### src/verilog/ddc_sel_pkg.sv
// constants for the downconverter mixer input and nco profile selection block
// assumes a classic wishbone slave with 32-bit data and byte addresses
// Behaviour
// - in mode 0 the active profile is the four-bit register channel select field.
// - in mode 1 the profile is two zero bits, then pin b low, then pin a low.
// - in mode 2 the profile is two zero bits, then pin b high, then pin a high.
// - in mode 3 the profile is two zero bits, then pin a high, then pin a low.
// - in mode 4 the profile is two zero bits, then pin b high, then pin b low.
// - in mode 5 the profile is pin b high, pin a high, pin b low, pin a low.
// - in mode 6 the profile is pin b high, pin b low, pin a high, pin a low.
// - in mode 8 the internal counter steps on each rising edge of pin a low.
// - in mode 9 the internal counter steps on each rising edge of pin a high.
// - in mode 10 the internal counter steps on each rising edge of pin b low.
// - in mode 11 the internal counter steps on each rising edge of pin b high.
// - in the edge modes the counter wraps to zero once it has reached the channel select field.
// - the channel select field is the profile number in plain binary.
// - mode and channel select fields reset to zero and are read and write.
// - the channel select field reaches profile 15.
package ddc_sel_pkg;
	localparam int          ADR_W          = 12;
	localparam int          IDX_W          = 10;
	// register indices; byte address is four times the index
	localparam logic [9:0]  MIXER_SEL_IDX  = 10'h371;
	localparam logic [9:0]  NCO_CTRL_IDX   = 10'h374;
	localparam logic [9:0]  PROFILE_IDX    = 10'h3F0;
	localparam int          I_SEL_BIT      = 0;
	localparam int          Q_SEL_BIT      = 2;
	localparam logic        I_SEL_RESET    = 1'h1;
	localparam logic        Q_SEL_RESET    = 1'h1;
	localparam int          CHAN_LSB       = 0;
	localparam int          MODE_LSB       = 4;
	localparam logic [3:0]  CHAN_RESET     = 4'h0;
	localparam logic [3:0]  MODE_RESET     = 4'h0;
	// pin vector order
	localparam int          PIN_A_LOW      = 0;
	localparam int          PIN_A_HIGH     = 1;
	localparam int          PIN_B_LOW      = 2;
	localparam int          PIN_B_HIGH     = 3;

	typedef enum logic [3:0]
	{
		MODE_REG      = 4'h0,
		MODE_B0_A0    = 4'h1,
		MODE_B1_A1    = 4'h2,
		MODE_A1_A0    = 4'h3,
		MODE_B1_B0    = 4'h4,
		MODE_INTERLV  = 4'h5,
		MODE_GROUPED  = 4'h6,
		MODE_EDGE_A0  = 4'h8,
		MODE_EDGE_A1  = 4'h9,
		MODE_EDGE_B0  = 4'hA,
		MODE_EDGE_B1  = 4'hB
	} sel_mode_t;
endpackage

### src/verilog/ddc_nco_channel_select.sv
// mixer input routing and nco profile selection for the third downconverter
// assumes a wishbone master on clock and asynchronous profile pins from outside logic
//
// The Wishbone register port was decided locally.
`timescale 1ns/1ps
module ddc_nco_channel_select
(
	input  wire logic        clock,
	input  wire logic        rst,
	input  wire logic        wb_cyc,
	input  wire logic        wb_stb,
	input  wire logic        wb_we,
	input  wire logic [11:0] wb_adr,
	input  wire logic [3:0]  wb_sel,
	input  wire logic [31:0] wb_dat_w,
	output logic      [31:0] wb_dat_r,
	output logic             wb_ack,
	input  wire logic        profile_pin_a_low,
	input  wire logic        profile_pin_a_high,
	input  wire logic        profile_pin_b_low,
	input  wire logic        profile_pin_b_high,
	output logic             i_from_b,
	output logic             q_from_b,
	output logic      [3:0]  active_profile
);

	logic             ack_r;
	logic [31:0]      rdata_r;
	logic             i_sel_r;
	logic             q_sel_r;
	logic [3:0]       mode_r;
	logic [3:0]       chan_r;
	logic [3:0]       pin_s1_r;
	logic [3:0]       pin_s2_r;
	logic [3:0]       pin_s3_r;
	logic [3:0]       lvl_r;
	logic [3:0]       lvl_nxt;
	logic [3:0]       rise;
	logic [3:0]       cnt_r;
	logic [3:0]       cnt_nxt;
	logic [3:0]       profile_r;
	logic [3:0]       profile_nxt;
	logic             i_out_r;
	logic             q_out_r;
	logic [9:0]       idx;
	logic             req;
	logic             wr_commit;
	logic [31:0]      rd_mux;

	function automatic logic is_edge_mode(input logic [3:0] m);
		is_edge_mode = (m[3:2] == 2'b10);
	endfunction

	assign idx       = wb_adr[11:2];
	assign req       = wb_cyc & wb_stb;
	// write lands on the edge at which the master sees ack
	assign wr_commit = req & wb_we & ack_r & wb_sel[0];
	assign wb_ack    = ack_r;
	assign wb_dat_r  = rdata_r;

	always_ff @(posedge clock)
	begin
		if (rst)
			ack_r <= 1'b0;
		else
			ack_r <= req & ~ack_r;
	end

	always_comb
	begin
		rd_mux = 32'h0000_0000;
		case (idx)
			ddc_sel_pkg::MIXER_SEL_IDX:
			begin
				rd_mux[ddc_sel_pkg::I_SEL_BIT] = i_sel_r;
				rd_mux[ddc_sel_pkg::Q_SEL_BIT] = q_sel_r;
			end
			ddc_sel_pkg::NCO_CTRL_IDX:
				rd_mux[7:0] = {mode_r, chan_r};
			ddc_sel_pkg::PROFILE_IDX:
				rd_mux[7:0] = {cnt_r, profile_r};
			default:
				rd_mux = 32'h0000_0000;
		endcase
	end

	always_ff @(posedge clock)
	begin
		if (rst)
			rdata_r <= 32'h0000_0000;
		else if (req & ~ack_r & ~wb_we)
			rdata_r <= rd_mux;
	end

	always_ff @(posedge clock)
	begin
		if (rst)
		begin
			i_sel_r <= ddc_sel_pkg::I_SEL_RESET;
			q_sel_r <= ddc_sel_pkg::Q_SEL_RESET;
		end
		else if (wr_commit && idx == ddc_sel_pkg::MIXER_SEL_IDX)
		begin
			i_sel_r <= wb_dat_w[ddc_sel_pkg::I_SEL_BIT];
			q_sel_r <= wb_dat_w[ddc_sel_pkg::Q_SEL_BIT];
		end
	end

	always_ff @(posedge clock)
	begin
		if (rst)
		begin
			mode_r <= ddc_sel_pkg::MODE_RESET;
			chan_r <= ddc_sel_pkg::CHAN_RESET;
		end
		else if (wr_commit && idx == ddc_sel_pkg::NCO_CTRL_IDX)
		begin
			mode_r <= wb_dat_w[ddc_sel_pkg::MODE_LSB +: 4];
			chan_r <= wb_dat_w[ddc_sel_pkg::CHAN_LSB +: 4];
		end
	end

	// 1 selects channel B
	always_ff @(posedge clock)
	begin
		if (rst)
		begin
			i_out_r <= ddc_sel_pkg::I_SEL_RESET;
			q_out_r <= ddc_sel_pkg::Q_SEL_RESET;
		end
		else
		begin
			i_out_r <= i_sel_r;
			q_out_r <= q_sel_r;
		end
	end

	assign i_from_b = i_out_r;
	assign q_from_b = q_out_r;

	// three-stage synchroniser; a level counts once stages two and three agree
	always_ff @(posedge clock)
	begin
		if (rst)
		begin
			pin_s1_r <= 4'h0;
			pin_s2_r <= 4'h0;
			pin_s3_r <= 4'h0;
		end
		else
		begin
			pin_s1_r <= {profile_pin_b_high, profile_pin_b_low, profile_pin_a_high, profile_pin_a_low};
			pin_s2_r <= pin_s1_r;
			pin_s3_r <= pin_s2_r;
		end
	end

	assign lvl_nxt = (pin_s2_r & pin_s3_r) | (lvl_r & (pin_s2_r | pin_s3_r));
	assign rise    = lvl_nxt & ~lvl_r;

	always_ff @(posedge clock)
	begin
		if (rst)
			lvl_r <= 4'h0;
		else
			lvl_r <= lvl_nxt;
	end

	always_comb
	begin
		cnt_nxt = cnt_r;
		if (is_edge_mode(mode_r) && rise[mode_r[1:0]])
		begin
			if (cnt_r >= chan_r)
				cnt_nxt = 4'h0;
			else
				cnt_nxt = 4'(cnt_r + 4'h1);
		end
	end

	always_ff @(posedge clock)
	begin
		if (rst)
			cnt_r <= 4'h0;
		else
			cnt_r <= cnt_nxt;
	end

	always_comb
	begin
		profile_nxt = chan_r;
		case (mode_r)
			ddc_sel_pkg::MODE_REG:
				profile_nxt = chan_r;
			ddc_sel_pkg::MODE_B0_A0:
				profile_nxt = {2'b00, lvl_r[ddc_sel_pkg::PIN_B_LOW], lvl_r[ddc_sel_pkg::PIN_A_LOW]};
			ddc_sel_pkg::MODE_B1_A1:
				profile_nxt = {2'b00, lvl_r[ddc_sel_pkg::PIN_B_HIGH], lvl_r[ddc_sel_pkg::PIN_A_HIGH]};
			ddc_sel_pkg::MODE_A1_A0:
				profile_nxt = {2'b00, lvl_r[ddc_sel_pkg::PIN_A_HIGH], lvl_r[ddc_sel_pkg::PIN_A_LOW]};
			ddc_sel_pkg::MODE_B1_B0:
				profile_nxt = {2'b00, lvl_r[ddc_sel_pkg::PIN_B_HIGH], lvl_r[ddc_sel_pkg::PIN_B_LOW]};
			ddc_sel_pkg::MODE_INTERLV:
				profile_nxt = {lvl_r[ddc_sel_pkg::PIN_B_HIGH], lvl_r[ddc_sel_pkg::PIN_A_HIGH],
					lvl_r[ddc_sel_pkg::PIN_B_LOW], lvl_r[ddc_sel_pkg::PIN_A_LOW]};
			ddc_sel_pkg::MODE_GROUPED:
				profile_nxt = {lvl_r[ddc_sel_pkg::PIN_B_HIGH], lvl_r[ddc_sel_pkg::PIN_B_LOW],
					lvl_r[ddc_sel_pkg::PIN_A_HIGH], lvl_r[ddc_sel_pkg::PIN_A_LOW]};
			ddc_sel_pkg::MODE_EDGE_A0,
			ddc_sel_pkg::MODE_EDGE_A1,
			ddc_sel_pkg::MODE_EDGE_B0,
			ddc_sel_pkg::MODE_EDGE_B1:
				profile_nxt = cnt_r;
			default:
				profile_nxt = chan_r;
		endcase
	end

	always_ff @(posedge clock)
	begin
		if (rst)
			profile_r <= 4'h0;
		else
			profile_r <= profile_nxt;
	end

	assign active_profile = profile_r;
endmodule

### config.mk
export PLATFORM = sky130hd
export DESIGN_NAME = ddc_nco_channel_select
export DESIGN_NICKNAME = d
export VERILOG_FILES = /design/src/verilog/ddc_sel_pkg.sv /design/src/verilog/ddc_nco_channel_select.sv
export SDC_FILE = /design/constraint.sdc
export NUM_CORES = 1
export LEC_CHECK = 0
export BUFFER_PORTS_ARGS = -buffer_cell sky130_fd_sc_hd__buf_2
export CAP_MARGIN = 10
export CORE_MARGIN = 3
export CORE_UTILIZATION = 49
export DETAILED_ROUTE_END_ITERATION = 10
export MAX_ROUTING_LAYER = met4
export PLACE_DENSITY = 0.82
export SKIP_LAST_GASP = 1
export SLEW_MARGIN = 20
export SYNTH_ARGS = -nofsm -noshare
export SYNTH_HDL_FRONTEND = slang
export SYNTH_SLANG_ARGS = --single-unit
### constraint.sdc
create_clock -name clock -period 3.6 [get_ports clock]
set_input_delay 0.18 -clock clock [delete_from_list [all_inputs] [get_ports clock]]
set_output_delay 0.18 -clock clock [all_outputs]
set_load 0.02 [all_outputs]
* After elaboration in Yosys (flattened, before gate mapping)
Index checks and enable logic that the tools add are counted.
** Storage, ports and cells
- Output and inout port bits :: 39
- Flip-flop bits (word level) :: 45
- Input bits :: 57
- Word-level logic and storage cells :: 57
** Cells by class
- Equal/unequal tests :: 14
- Muxes and demuxes :: 8
- Magnitude comparators :: 2
- Reduce and logical (&&, ||, !) cells :: 4
- Add/subtract/negate cells :: 1
- Bitwise logic cells :: 14
** Operators with widths (count)
- == test 10 bit, second input constant :: 3
- one-hot mux 4 bit (7 select lines) :: 1
- == test 4 bit, second input constant :: 4
- bitwise AND 4 bit :: 3
- == test 4 x 3 -> 1 bit, second input constant :: 3
- one-hot mux 5 bit (2 select lines) :: 1
- == test 4 x 2 -> 1 bit, second input constant :: 2
- bitwise OR 4 bit :: 2
- bitwise AND 1 bit :: 6
- one-hot mux 1 bit (3 select lines) :: 2
- adder 4 x 1 -> 4 bit, second input constant :: 1
- == test 4 x 1 -> 1 bit, second input constant :: 1
- greater-or-equal comparator 4 bit :: 1
- two-way mux 4 bit :: 1
- inverter 4 bit :: 1
- OR reduction 4 bit :: 1
- logical AND 1 bit :: 3
- < comparator 2 x 3 -> 1 bit, second input constant :: 1
- binary-select mux 1 bit (select 2 bit) :: 1
- == test 2 bit, second input constant :: 1
- inverter 1 bit :: 2
- one-hot mux 1 bit (2 select lines) :: 1
- two-way mux 1 bit :: 1

* Longest topological paths before layout
Gate-level depths: netlist of the first run.
- Depth after elaboration :: 7
- Mapped depth :: 7
- Depth with buffers taken out :: 7

* Least setup slack after synthesis of the first run
Ideal clock, no wire load.
- Path kind :: reg2reg
- Start point :: register cnt_r[0]
- End point :: register cnt_r[2]
- Cell stages (with the launch flop) :: 8
- Buffers on the path :: 0
- Required time :: 3508 ps
- Arrival :: 1636 ps
- Clock period less this slack :: 1728 ps
- Library setup time :: 92 ps
- Path slack :: 1872 ps
- Path through :: dfxtp_1 > inv_1 > ha_1 > nand2b_1 > a2111oi_0 > or3_1 > a21oi_1 > o32ai_1
** On the way
- Cells in the longest elaborated chain, start to end :: 2
- Elaborated cells on any way between the ends :: 3
- Those cells by class :: add/sub (1); order compare (1); mux (1)
** Ends and longest elaborated chain
- from (decl) :: line ddc_nco_channel_select.sv:39 : logic [3:0] cnt_r;
- from (signal assigned) :: line ddc_nco_channel_select.sv:186 : cnt_r <= cnt_nxt;
- adder 4 x 1 -> 4 bit or greater-or-equal comparator 4 bit (tied branches) :: line ddc_nco_channel_select.sv:177, ddc_nco_channel_select.sv:174
- two-way mux 4 bit (*) :: line ddc_nco_channel_select.sv:174 : if (cnt_r >= chan_r)
Mark *: on every way between the ends. The rest lies on a longest branch, timed or not.
A chain may end at the register's enable or synchronous reset.

* Worst setup path in the final report of the first run
Same ends and word-level chain as after synthesis.

==> run metrics, run 1 <==
portion of the clock cycle consumed by the worst path in the final layout 0.541; DRT met1 WL 1770 um; layout-stage area growth over the synthesis result 10.8%; Initial Util 0.524; count of buffers from port buffering 42; unrepaired setup endpoints after global routing no; Clock Sink Count 45; Data arrival, critical path 2.16 ns; final worst path period need 1.95 ns; WL per Instance 12.2 um; Setup Slack @ Placement 1.66 ns; Final setup viols 0; number of max-cap violations 0; global routing usage summed across all routing layers 0.158; CP max stage delay 0.43 ns; Synth async-reset ratio 0; via count of the first global-routing pass 1469; end of the worst hold path pin_s1_r[3]; post-CTS resize count 0; Worst Skew 0.00547 ns; antenna viol nets, final 0; fin worst setup slack 1.65 ns; clock transition at the registers of the reported paths 0.08 ns; first-iteration detailed-routing DRC count 80; fill cell count 399; die boundary width 72.6 um; DRT Pass-1 Iters 4; required time at the worst-slack endpoint 3.81 ns; placer's final routability congestion estimate 0.888; via total after detailed routing 1751; Worst-Skew Late Latency 0.30 ns; netlist area before placement 0.00217 mm2; number of cell instances on the worst register-to-register path 7; Min-Delay Startpoint profile_pin_b_high; run status complete, no violations; IR Drop Worst-Case VDD 0.236 mV; Critical Path, Cell by Cell inv_1 > ha_1 > nand2b_1 > a2111oi_0 > or3_1 > a21oi_1 > o32ai_1; min-delay worst type input port to flip-flop; total congestion overflow 0; root buffer cell clkbuf_8; drt via density 5.29; DIE AREA 0.00527 mm2; Hold Violations, Final 0; LEAKAGE 1.07 nW; Syn Inst Count 243; Mapped Avg Cell Area 8.94 um2; type of element capturing the critical path flip-flop; Tightest Pin Transition 0.797 ns; H-tree Lvls 2; Final Max Slew Viols 0; maximum clock path buffer count 2; count of different cell masters after synthesis 46; Diodes inserted 0; CTS tree done; Hold Path Cell Cnt 2; total core area 0.00414 mm2; top flip-flop cell by instance count after synthesis dfxtp_1; worst reg2reg startpoint cnt_r[0]; layout cell share with drive strength beyond 1 0.203; nets 342; cell type of the slowest stage on the worst timing path dfxtp_1; sequential cell area fraction in the yosys report 0.415; P per Cell Area 381 mW/mm2; f_max 514 MHz; number of register bits inferred by synthesis 45; Cell Rows 23; startpoint class of the critical path flip-flop; drt total wl 4050 um; critical register-to-register path endpoint cnt_r[2]; met2 wire len 1980 um; number of warnings issued by yosys 0; Worst Path Max Fanout 6; post-CTS setup repair buffer count 0; # IOs 96; Worst Setup Path Type flip-flop to flip-flop; total negative setup slack 0 ns; wire length of the first global-routing pass 6380 um; register-to-register path setup slack 1.65 ns; maximum number of pins on one net before global-route repair 50; DRC violations left 0; hold buffer count at cts 0; number of buffers added by the clock tree synthesis step 5; highest routing layer actually used met4; number of antenna violations at the first check in global routing 0; Die Height 72.6 um; number of flops mapped to enable cells by yosys 0; half-perimeter wire length of the detailed placement result 2910 um; detailed-routed wire length on met3 267 um; Slew Limit Headroom 0.469
## power by group
part | internal [mW] | switching (mW) | total [mW] | leakage [nW]
combinational | 0.0232 | 0.0510 | 0.0742 | 0.647
clock | 0.173 | 0.159 | 0.332 | 0.0542
sequential | 0.507 | 0.00415 | 0.511 | 0.365
total | 0.703 | 0.214 | 0.917 | 1.07
## per-stage QoR
stage	hold WS, ns	total power, mW	area, um2	utilization	cells
2_1_floorplan	0.308	0.593	2260	-	266
3_3_place_gp	0.386	0.595	2310	0.557	323
3_5_place_dp	0.395	0.597	2310	0.557	323
4_1_cts	0.0826	0.926	2410	0.581	331
5_1_grt	0.101	0.954	2410	0.581	331
6_report	0.0924	0.917	2410	0.581	331
## Yosys cell counts, types with 2 or more instances
cell type,instances,area (um2)
nand2b_1,4,25.0
o41ai_1,2,17.5
nor2_1,24,90.1
nor3_1,10,50.1
a21oi_1,13,65.1
nand2_1,12,45.0
mux2i_1,10,100
nor2b_1,15,93.8
ha_1,5,62.6
a221oi_1,8,70.1
or2_2,2,12.5
nand3b_1,2,15.0
o21ai_0,6,30.0
buf_2,3,15.0
dfxtp_1,45,901
or3_1,4,25.0
a32oi_1,2,17.5
nand3_1,6,30.0
o32ai_1,3,26.3
o311ai_1,2,17.5
buf_4,24,180
a22oi_1,2,15.0
inv_1,9,33.8
clkbuf_1,8,30.0
## worst max-delay path: cells and delay by family (launching register included)
kind,cells,cell delay (ns)
compound gates,3,0.66
flops,1,0.43
simple gates,2,0.41
fa+ha+maj,1,0.27
buf+inv,1,0.09
## placed cells by master (no fill, tap or decap), types with 3 or more instances in the layout
master and count:
dfxtp_1 45, o21ai_0 6, nand2b_1 4, nor3_1 10
a221oi_1 8, nand2_1 12, clkbuf_8 7, inv_1 9
nand3_1 6, mux2i_1 10, nor2b_1 15, or3_1 4
nor2_1 24, a21oi_1 13, conb_1 24, ha_1 5
buf_2 42, o32ai_1 3
## final cells by class
type,instances,area (um2),share of cell area
multi-input combinational,177,1100,0.457
sequential,45,901,0.374
timing repair buffer,42,210,0.0873
clock buffer,7,96.3,0.0400
tap,50,62.6,0.0260
inverter,9,33.8,0.0140
clock inverter,1,5.00,0.00208
## cell families (layout without fill, tap and decap cells)
group	Yosys count	count (layout)	synth area share
simple gates	88	88	0.224
compound gates	47	47	0.153
flops	45	45	0.415
buf+inv	44	59	0.119
mux	10	10	0.0461
fa+ha+maj	6	6	0.0334
xor+xnor	2	2	0.00806
other cells	1	24	0.00173
## flip-flops by register name, indices dropped and copies added, names as in the netlist, 4 cells and up
signal          flops
active_profile      4
lvl_r               4
wb_dat_r            8
pin_s1_r            4
chan_r              4
pin_s2_r            4
pin_s3_r            4
mode_r              4
cnt_r               4
## routing by layer
layer / vias to the layer above / track usage
met5: - / -
met4: 0 / 0.0512
li1: 887 / -
met2: 51 / 0.256
met3: 4 / 0.0510
met1: 809 / 0.185
## worst max path at each step
stage	from	endpoint	cells after the start
finish	cnt_r[0]	cnt_r[2]	7
global route	cnt_r[0]	cnt_r[2]	7
CTS	cnt_r[0]	cnt_r[3]	7
detailed placement	cnt_r[0]	cnt_r[2]	7
global placement	cnt_r[0]	cnt_r[3]	7
floorplan	cnt_r[0]	cnt_r[2]	7
(Power assumes the default switching activity.)
==> run 2, diff against run 1 <==
--- a/config.mk
+++ b/config.mk
@@ -8,10 +8,10 @@
 export BUFFER_PORTS_ARGS = -buffer_cell sky130_fd_sc_hd__buf_2
 export CAP_MARGIN = 10
 export CORE_MARGIN = 3
-export CORE_UTILIZATION = 49
+export CORE_UTILIZATION = 47
 export DETAILED_ROUTE_END_ITERATION = 10
 export MAX_ROUTING_LAYER = met4
-export PLACE_DENSITY = 0.82
+export PLACE_DENSITY = 0.8
 export SKIP_LAST_GASP = 1
 export SLEW_MARGIN = 20
 export SYNTH_ARGS = -nofsm -noshare
==> constraint.sdc (replaced) <==
create_clock -name clock -period 1.8 [get_ports clock]
set_input_delay 0.09 -clock clock [delete_from_list [all_inputs] [get_ports clock]]
set_output_delay 0.09 -clock clock [all_outputs]
set_load 0.02 [all_outputs]
==> run metrics, run 2 (synthesized netlist as in run 1, its figures left out) <==
run status complete, no violations; Cell Rows 24; LEAKAGE 1.16 nW; type of element capturing the critical path flip-flop; Diodes inserted 0; final non-filler cell total 349; Layout Utilization 0.588; DRT Pass-1 Iters 4; root buffer cell clkbuf_8; Die Height 74 um; most common cell after layout, fill and taps aside dfxtp_1; first-iteration detailed-routing DRC count 97; total congestion overflow 0; fraction of power consumed by combinational cells 0.081; Internal Dissipation 1.48 mW; net switching power of the design 0.451 mW; drt via density 5.20; layout-stage area growth over the synthesis result 19.4%; Hold Violations, Final 0; total negative setup slack 0 ns; nets 358; half-perimeter wire length of the detailed placement result 3310 um; Final Cell Area 0.00259 mm2; via total after detailed routing 1816; wire length of the first global-routing pass 7130 um; Final Max Slew Viols 0; switching share of power 0.233; Tightest Pin Transition 0.592 ns; Data arrival, critical path 1.84 ns; clock group share of total power 0.391; Clock Sink Count 45; placer's final routability congestion estimate 0.901; count of buffers from port buffering 42; min-delay worst type input port to flip-flop; Final setup viols 0; maximum number of pins on one net before global-route repair 37; drt total wl 4520 um; Setup Slack @ Placement 0.00415 ns; P per Cell Area 745 mW/mm2; global routing usage summed across all routing layers 0.172; DIE AREA 0.00548 mm2; number of buffers added by the clock tree synthesis step 5; number of max-cap violations 0; via count of the first global-routing pass 1689; Worst-Skew Late Latency 0.30 ns; H-tree Lvls 2; final worst path period need 1.68 ns; portion of the clock cycle consumed by the worst path in the final layout 0.932; sequential fraction of design power 0.528; Slew Limit Headroom 0.605; area after detailed placement 0.00240 mm2; number of cells in the design after placement 337; fin worst setup slack 0.123 ns; Worst Path Max Fanout 3; required time at the worst-slack endpoint 1.96 ns; Worst Skew 0.0122 ns; DRC violations left 0; Worst Setup Path Type flip-flop to flip-flop; total core area 0.00441 mm2; flip-flop count of the largest register after layout 8; WL per Instance 13.0 um; maximum clock path buffer count 2; top library cells by usage in the layout, fill and taps aside dfxtp_1 (43), buf_2 (42), nor2_1 (24), conb_1 (24), nor2b_1 (15); Initial Util 0.492; die boundary width 74 um; antenna viol nets, final 0; clock transition at the registers of the reported paths 0.08 ns; number of antenna violations at the first check in global routing 0; # IOs 96; unrepaired setup endpoints after global routing no; f_max 596 MHz; layout cell share with drive strength beyond 1 0.256; startpoint class of the critical path flip-flop; IR Drop Worst-Case VDD 0.507 mV; CTS tree done
[run 2: cell types whose count changed in the layout (fill, tap and decap cells not counted), sizes merged]
cell         before  now
buf              42   55
bufinv            0    1
dlygate4sd3       0    3
clkbuf            7    6
[run 2: area by class of cell]
class / count / area, um2
clock buffers: 6 / 72.6
inverters: 9 / 33.8
well taps: 52 / 65.1
clock inverters: 2 / 38.8
fillers: 395 / 1820
flip-flops and latches: 45 / 903
repair buffers: 58 / 338
multi-input cells: 177 / 1140
[run 2: stage by stage]
stage               total power, mW  hold slack [ns]
floorplan                      1.19            0.218
global placement               1.19            0.297
detailed placement             1.19            0.305
CTS                            1.95           0.0142
global route                   2.01           0.0125
finish                         1.93           0.0108
[run 2: critical path, stage by stage (launching register included)]
cell	delay [ns]
dfxtp_2	0.34
inv_2	0.05
ha_4	0.25
nand2b_4	0.12
a2111oi_4	0.06
or3_4	0.40
buf_4	0.15
nand2_1	0.09
o32ai_1	0.08
[run 2: final timing paths]
kind | endpoint | cells after the start | slack (ns) | from
worst max-delay path | cnt_r[3] | 8 | 0.12 | cnt_r[0]
worst min-delay path | pin_s1_r[3] | 2 | 0.01 | profile_pin_b_high
worst max register to register | cnt_r[3] | 8 | 0.12 | cnt_r[0]
worst min register to register | pin_s2_r[3] | 1 | 0.44 | pin_s1_r[3]
[run 2: power by group through the flow]
stage	clock, mW	combinational, mW	sequential (mW)
after global routing	0.816	0.173	1.02
after CTS	0.772	0.155	1.02
after detailed placement	0	0.150	1.04
after global placement	0	0.148	1.04
final	0.756	0.156	1.02
after floorplan	0	0.132	1.05
[run 2: per-layer routing]
metal  vias to the layer above  share of wire  track usage
met4                         0          0.016       0.0644
met3                         9          0.066       0.0419
met2                        55           0.50        0.292
li1                        915              -            -
met5                         -              0            -
met1                       837           0.42        0.196
[run 2: repair_timing]
action / CTS / global route
endpoints found under the setup margin: 2 / 4
endpoints found under the hold margin: 3 / 0
buffers inserted: 0 / 1
hold buffers: 3 / 0
gates resized for setup: 1 / 7
pin swaps: 1 / 4
